`src/core/oprs_consts.svh`:
```
`ifndef OPRS_CONSTS_SVH
`define OPRS_CONSTS_SVH
`define OPRS_ADDR_DAC_VOL    8'h5C
`define OPRS_ADDR_LEVEL      8'h5D
`define OPRS_ADDR_PWR        8'h5E
`define OPRS_ADDR_SHORT      8'h5F
`define OPRS_ADDR_STICKY     8'h60
`define OPRS_RST_BYTE        8'h00
`define OPRS_LVL_MAX         4'h9
`define OPRS_BIT_ROUTE       7
`define OPRS_BIT_MUTE        3
`define OPRS_BIT_RSVD        2
`define OPRS_BIT_SETTLE      1
`define OPRS_BIT_POWER       0
`endif

```
`src/core/oprs_pkg.sv`:
```
package oprs_pkg;
	typedef logic [7:0] oprs_byte_t;
	typedef logic [6:0] oprs_vol_t;
	typedef logic [3:0] oprs_lvl_t;
endpackage : oprs_pkg

```
`src/core/oprs_regs.sv`:
```
// What this block does
// - Routing bit set sends right DAC path one into right line output.
// - Seven-bit path volume code, read/write, resets to zero.
// - Upper four bits select right line output level 0 to 9 dB.
// - Mute bit zero keeps output muted; one unmutes; resets zero.
// - Read-only settling flag is one while gains still being applied.
// - Lowest bit powers right line output fully; resets zero.
// - Power status shows DACs, line outputs, headphone drivers powered.
// - Short status shows live short on four headphone drivers.
// - Short status next two bits show common drivers powered up.
// - Sticky flags latch shorts on four headphone drivers.
// - Sticky button-press flag set on headset button press.
// - Sticky headset flag set on insertion or removal.
// - Two lowest flags show ADC power below AGC noise threshold.
`timescale 1ns/1ps
`include "oprs_consts.svh"
module oprs_regs (
	// clock and reset
	input  wire logic              clk_sys,
	input  wire logic              sys_rst,
	input  wire logic              clk_en,
	// register port
	input  wire logic [7:0]        reg_addr,
	input  wire oprs_pkg::oprs_byte_t reg_wdata,
	input  wire logic              reg_wr,
	input  wire logic              reg_rd,
	output oprs_pkg::oprs_byte_t   reg_rdata,
	output logic                   reg_hit,
	// analog control
	output logic                   route_dac_path_one,
	output oprs_pkg::oprs_vol_t    path_volume,
	output oprs_pkg::oprs_lvl_t    line_level,
	output logic                   line_unmute,
	output logic                   line_power_on,
	// analog status
	input  wire logic              gain_pending,
	input  wire logic [6:0]        module_powered,
	input  wire logic [3:0]        driver_short,
	input  wire logic [1:0]        common_powered,
	input  wire logic              button_press,
	input  wire logic              headset_change,
	input  wire logic [1:0]        agc_below_noise
);
	import oprs_pkg::*;

	oprs_byte_t dac_vol;
	oprs_byte_t level_ctrl;
	oprs_byte_t sticky_flags;
	oprs_byte_t next_rdata;
	logic       sticky_clear;

	function automatic logic addr_is(input logic [7:0] a, input logic [7:0] b);
		return a == b;
	endfunction : addr_is

	always_ff @(posedge clk_sys or posedge sys_rst)
	begin
		if (sys_rst)
			dac_vol <= `OPRS_RST_BYTE;
		else if (clk_en && reg_wr && addr_is(reg_addr, `OPRS_ADDR_DAC_VOL))
			dac_vol <= reg_wdata;
	end

	// reserved bit and status bit are not stored
	always_ff @(posedge clk_sys or posedge sys_rst)
	begin
		if (sys_rst)
			level_ctrl <= `OPRS_RST_BYTE;
		else if (clk_en && reg_wr && addr_is(reg_addr, `OPRS_ADDR_LEVEL))
		begin
			level_ctrl <= reg_wdata;
			level_ctrl[`OPRS_BIT_RSVD]   <= 1'b0;
			level_ctrl[`OPRS_BIT_SETTLE] <= 1'b0;
		end
	end

	assign route_dac_path_one = dac_vol[`OPRS_BIT_ROUTE];
	assign path_volume        = dac_vol[6:0];
	// out-of-range codes clamp to the 9 dB maximum
	assign line_level    = (level_ctrl[7:4] > `OPRS_LVL_MAX) ?
		`OPRS_LVL_MAX : level_ctrl[7:4];
	assign line_unmute   = level_ctrl[`OPRS_BIT_MUTE];
	assign line_power_on = level_ctrl[`OPRS_BIT_POWER];

	// reading the flag register clears it
	assign sticky_clear = reg_rd && addr_is(reg_addr, `OPRS_ADDR_STICKY);

	oprs_sticky #(
		.WIDTH (8)
	) u_sticky (
		.clk_sys  (clk_sys),
		.sys_rst  (sys_rst),
		.clk_en   (clk_en),
		.event_in ({driver_short, button_press, headset_change,
			agc_below_noise}),
		.clear    (sticky_clear),
		.flags    (sticky_flags)
	);

	always_comb
	begin
		next_rdata = `OPRS_RST_BYTE;
		reg_hit    = 1'b1;
		case (reg_addr)
			`OPRS_ADDR_DAC_VOL:
				next_rdata = dac_vol;
			`OPRS_ADDR_LEVEL:
				next_rdata = {level_ctrl[7:2], gain_pending,
					level_ctrl[0]};
			`OPRS_ADDR_PWR:
				next_rdata = {module_powered, 1'b0};
			`OPRS_ADDR_SHORT:
				next_rdata = {driver_short, common_powered,
					2'b00};
			`OPRS_ADDR_STICKY:
				next_rdata = sticky_flags;
			default:
				reg_hit = 1'b0;
		endcase
	end

	always_ff @(posedge clk_sys or posedge sys_rst)
	begin
		if (sys_rst)
			reg_rdata <= `OPRS_RST_BYTE;
		else if (clk_en && reg_rd)
			reg_rdata <= next_rdata;
	end
endmodule : oprs_regs

```
`src/core/oprs_sticky.sv`:
```
`timescale 1ns/1ps
module oprs_sticky #(
	parameter int WIDTH = 8
)(
	// clock and reset
	input  wire logic             clk_sys,
	input  wire logic             sys_rst,
	input  wire logic             clk_en,
	// events and clear
	input  wire logic [WIDTH-1:0] event_in,
	input  wire logic             clear,
	output logic      [WIDTH-1:0] flags
);
	initial
	begin
		if (WIDTH < 1)
			$error("oprs_sticky: WIDTH must be at least 1");
	end

	// set wins over clear so a same-cycle event survives
	always_ff @(posedge clk_sys or posedge sys_rst)
	begin
		if (sys_rst)
			flags <= '0;
		else if (clk_en)
			flags <= (clear ? '0 : flags) | event_in;
	end
endmodule : oprs_sticky

```
`config.mk`:
```
export PLATFORM = sky130hd
export DESIGN_NAME = oprs_regs
export DESIGN_NICKNAME = d
export VERILOG_FILES = /design/src/core/oprs_pkg.sv /design/src/core/oprs_regs.sv /design/src/core/oprs_sticky.sv
export VERILOG_INCLUDE_DIRS = /design/src /design/src/core
export SDC_FILE = /design/constraint.sdc
export NUM_CORES = 1
export LEC_CHECK = 0
export ABC_AREA = 1
export BUFFER_PORTS_ARGS = -buffer_cell sky130_fd_sc_hd__buf_2
export CAP_MARGIN = 20
export CORE_MARGIN = 5
export CORE_UTILIZATION = 53
export CTS_CLUSTER_DIAMETER = 80
export DETAILED_ROUTE_END_ITERATION = 16
export GPL_ROUTABILITY_DRIVEN = 0
export GPL_TIMING_DRIVEN = 0
export HOLD_SLACK_MARGIN = 0.05
export PLACE_DENSITY = 0.95
export SLEW_MARGIN = 20
export SYNTH_ARGS = -nofsm -noshare
export SYNTH_HDL_FRONTEND = slang
export SYNTH_HIERARCHICAL = 1
export SYNTH_SLANG_ARGS = --single-unit
```
`constraint.sdc`:
```
create_clock -name clk_sys -period 2.5 [get_ports clk_sys]
set_input_delay 0.25 -clock clk_sys [delete_from_list [all_inputs] [get_ports clk_sys]]
set_output_delay 0.25 -clock clk_sys [all_outputs]
set_load 0.01 [all_outputs]
```
==> flow_summary_export.csv <==
group,metric,value,unit
run_status,status,"finished, final reports clean",
cts,root_buffer,"clkbuf_4",
power_and_ir_drop,ir_worst_vdd,0.319,mV
final_layout,drive_gt1_share,34.5,%
global_route,track_usage,22.5,%
final_layout,nets,328,
yosys,synth_cell_types,22,
yosys,ys_warn_count,6,
power_and_ir_drop,fin_total_pwr,929,µW
power_and_ir_drop,power_frac_seq,54.1,%
yosys,synthSimpleGateAreaFrac,38.5,%
floorplan,start_util,55.8,%
yosys,avgSynthCellArea,7.87,µm²
route,routed_wl,4490,µm
yosys,synth_fp_nets,259,
yosys,synth.mux.area_fraction,0,%
power_and_ir_drop,powerDensity,430,nW/µm²
setup_path,crit_fanout,3,
sta,min_period,1.56,ns
sta,timing.fmax,639,MHz
sta,finalHoldViolCount,0,
sta,fin_tns_setup,0,ns
setup_path,endpoint_kind,"output port",
yosys,synth-compound-area-share,8.53,%
power_and_ir_drop,p_int,679,µW
cts,clkSlewWorstSetupHoldPaths,0.09,ns
setup_path,cp.required,2.25,ns
route,drt-wirelength-per-cell,13.4,µm
setup_path,critPathKind,"reg2out",
cts,cts_sinks,30,
cts,clock_path_buffers,2,
power_and_ir_drop,pwr-share-comb,13.6,%
global_route,grt_overflow,0,
cts,post_cts_resized,0,
route,drt_iter0_markers,108,
floorplan,row_count,20,
yosys,synthAdderAreaFrac,0,%
power_and_ir_drop,p_clk_share,32.3,%
placement,portBuffers,61,
sta,setup_viol,0,
placement,pre_cts_ws,0.922,ns
final_layout,final_common_cell,"nand2_1",
final_layout,antennaDiodeCount,0,
final_layout,nFillCells,283,
global_route,grt_antenna_before_repair,0,
setup_path,cp-start-kind,"flop",
run,drv_cap,0,
route,route.detailed.drc,0,
cts,cts_setup_buffers,0,
hold_path,hp-class,"in2reg",
global_route,first_global_vias,1672,
cts,h-tree-depth,2,
final_layout,final_cell_mix,"70 x nand2_1, 61 x buf_2, 35 x nand3_1, 30 x dfrtp_1, 23 x inv_1",
placement,dp_hpwl,3620,µm
floorplan,ios,62,
cts,clock_latency,0.33,ns
sta,hold_slack,0.119,ns
floorplan,dieArea,4510,µm²
route,vias,1719,
final_layout,syn_to_final_growth,24.9,%
sta,layout_setup_ws,0.936,ns
cts,cts_hold_buffers,1,
floorplan,die_h,67.1,µm
floorplan,coreArea,3100,µm²
sta,rsz0062_at_grt,"false",
sta,max_slew.worst_pin.slew,0.828,ns
sta,final_max_slew_viol_count,0,
global_route,grt_pass1_wl,7570,µm
power_and_ir_drop,switching_power,249,µW
route,first_pass_iters,4,
route,ant_nets,0,
sta,skew,0.00726,ns
power_and_ir_drop,p_leak,1.23,nW
sta,relSlewSlack,44.8,%
yosys,synth_cells,220,
cts,cts_tree,"built",
setup_path,arrival,1.31,ns
floorplan,die_w,67.1,µm
global_route,grt_max_degree,23,
yosys,ys_seq_elements,30,
yosys,netlist_area,1730,µm²
sta,fin_crit_sh,62.6,%
yosys,synth_top_family_by_area,"simple AND/OR/NAND/NOR gates",
yosys,synth_xor_area_share,0,%
power_and_ir_drop,p_sw_share,26.8,%
cts,numCtsBuffers,5,
route,vias_per_cell,5.15,
yosys,seq_area_frac_synth,43.4,%
kinds of logic (layout without fill, tap and decap cells):
kind of cell           after synthesis  after routing
AOI/OAI and AO/OA                   22             22
buffers and inverters               32            102
DFF                                 30             30
and+or+nand+nor                    136            136
worst paths after layout:
path / slack [ns] / startpoint / end / cells past startpoint
max: 0.94 / level_ctrl[6]$_DFFE_PP0P_ / line_level[0] / 4
min: 0.12 / headset_change / u_sticky/flags[2]$_DFFE_PP0P_ / 3
max reg2reg: 1.60 / dac_vol[5]$_DFFE_PP0P_ / reg_rdata[5]$_DFFE_PP0P_ / 4
min reg2reg: 0.48 / reg_rdata[4]$_DFFE_PP0P_ / reg_rdata[4]$_DFFE_PP0P_ / 2
max in group asynchronous: 1.36 / sys_rst / reg_rdata[5]$_DFFE_PP0P_ / 3
min in group asynchronous: 0.39 / sys_rst / u_sticky/flags[7]$_DFFE_PP0P_ / 3
flip-flops by register name (all words and copies together), names as in the netlist:
register / count
dac_vol: 8
reg_rdata: 8
u_sticky/flags: 8
level_ctrl: 6
per-stage QoR:
| step | cells | instance area (µm²) | util [%] |
|---|---|---|---|
| after global routing | 334 | 2160 | 69.6 |
| after CTS | 334 | 2160 | 69.6 |
| after detailed placement | 325 | 2090 | 67.4 |
| after global placement | 325 | 2090 | 67.4 |
| final | 334 | 2160 | 69.6 |
| after floorplan | 220 | 1730 | - |
metal layers:
layer	vias to the layer above	GRT usage (%)	part of all wire [%]
met3	12	6.66	9.1
li1	847	-	-
met2	81	36.7	47
met1	779	27.6	41
met5	-	0	0
met4	0	9.62	2.3
cell usage after synthesis, drive strengths merged:
| cell | instances | area, µm² |
|---|---|---|
| o21a | 2 | 15.0 |
| nor2 | 14 | 87.6 |
| inv | 25 | 93.8 |
| nand4 | 7 | 43.8 |
| dfrtp | 30 | 751 |
| clkbuf | 1 | 3.75 |
| nand2 | 78 | 337 |
| o21ai | 17 | 115 |
| o211ai | 1 | 7.51 |
| buf | 6 | 67.6 |
| or2 | 1 | 6.26 |
| nand3 | 36 | 193 |
| a21oi | 2 | 10.0 |
power by group through the flow:
stage | Combinational [mW] | Sequential (mW) | Clock [mW]
3_3_place_gp | 0.121 | 0.511 | 0
2_1_floorplan | 0.0633 | 0.513 | 0
6_report | 0.126 | 0.502 | 0.300
4_1_cts | 0.126 | 0.502 | 0.308
3_5_place_dp | 0.125 | 0.512 | 0
5_1_grt | 0.140 | 0.504 | 0.327
worst max-delay path, stage by stage, from the launching register on:
cell,delay (ns)
dfrtp_1,0.38
inv_1,0.11
a21oi_1,0.09
or2_2,0.27
buf_2,0.14
area by class of cell:
class                           count  area [µm²]  area share (%)
Buffer                              7        71.3            3.30
Clock buffer                        7        55.1            2.55
Clock inverter                      1        5.00           0.232
Inverter                           25        93.8            4.34
Multi-Input combinational cell    158         815            37.7
Sequential cell                    30         751            34.7
Tap cell                           44        55.1            2.55
Timing Repair Buffer               62         315            14.6
Power figures use the tool's default switching activity.
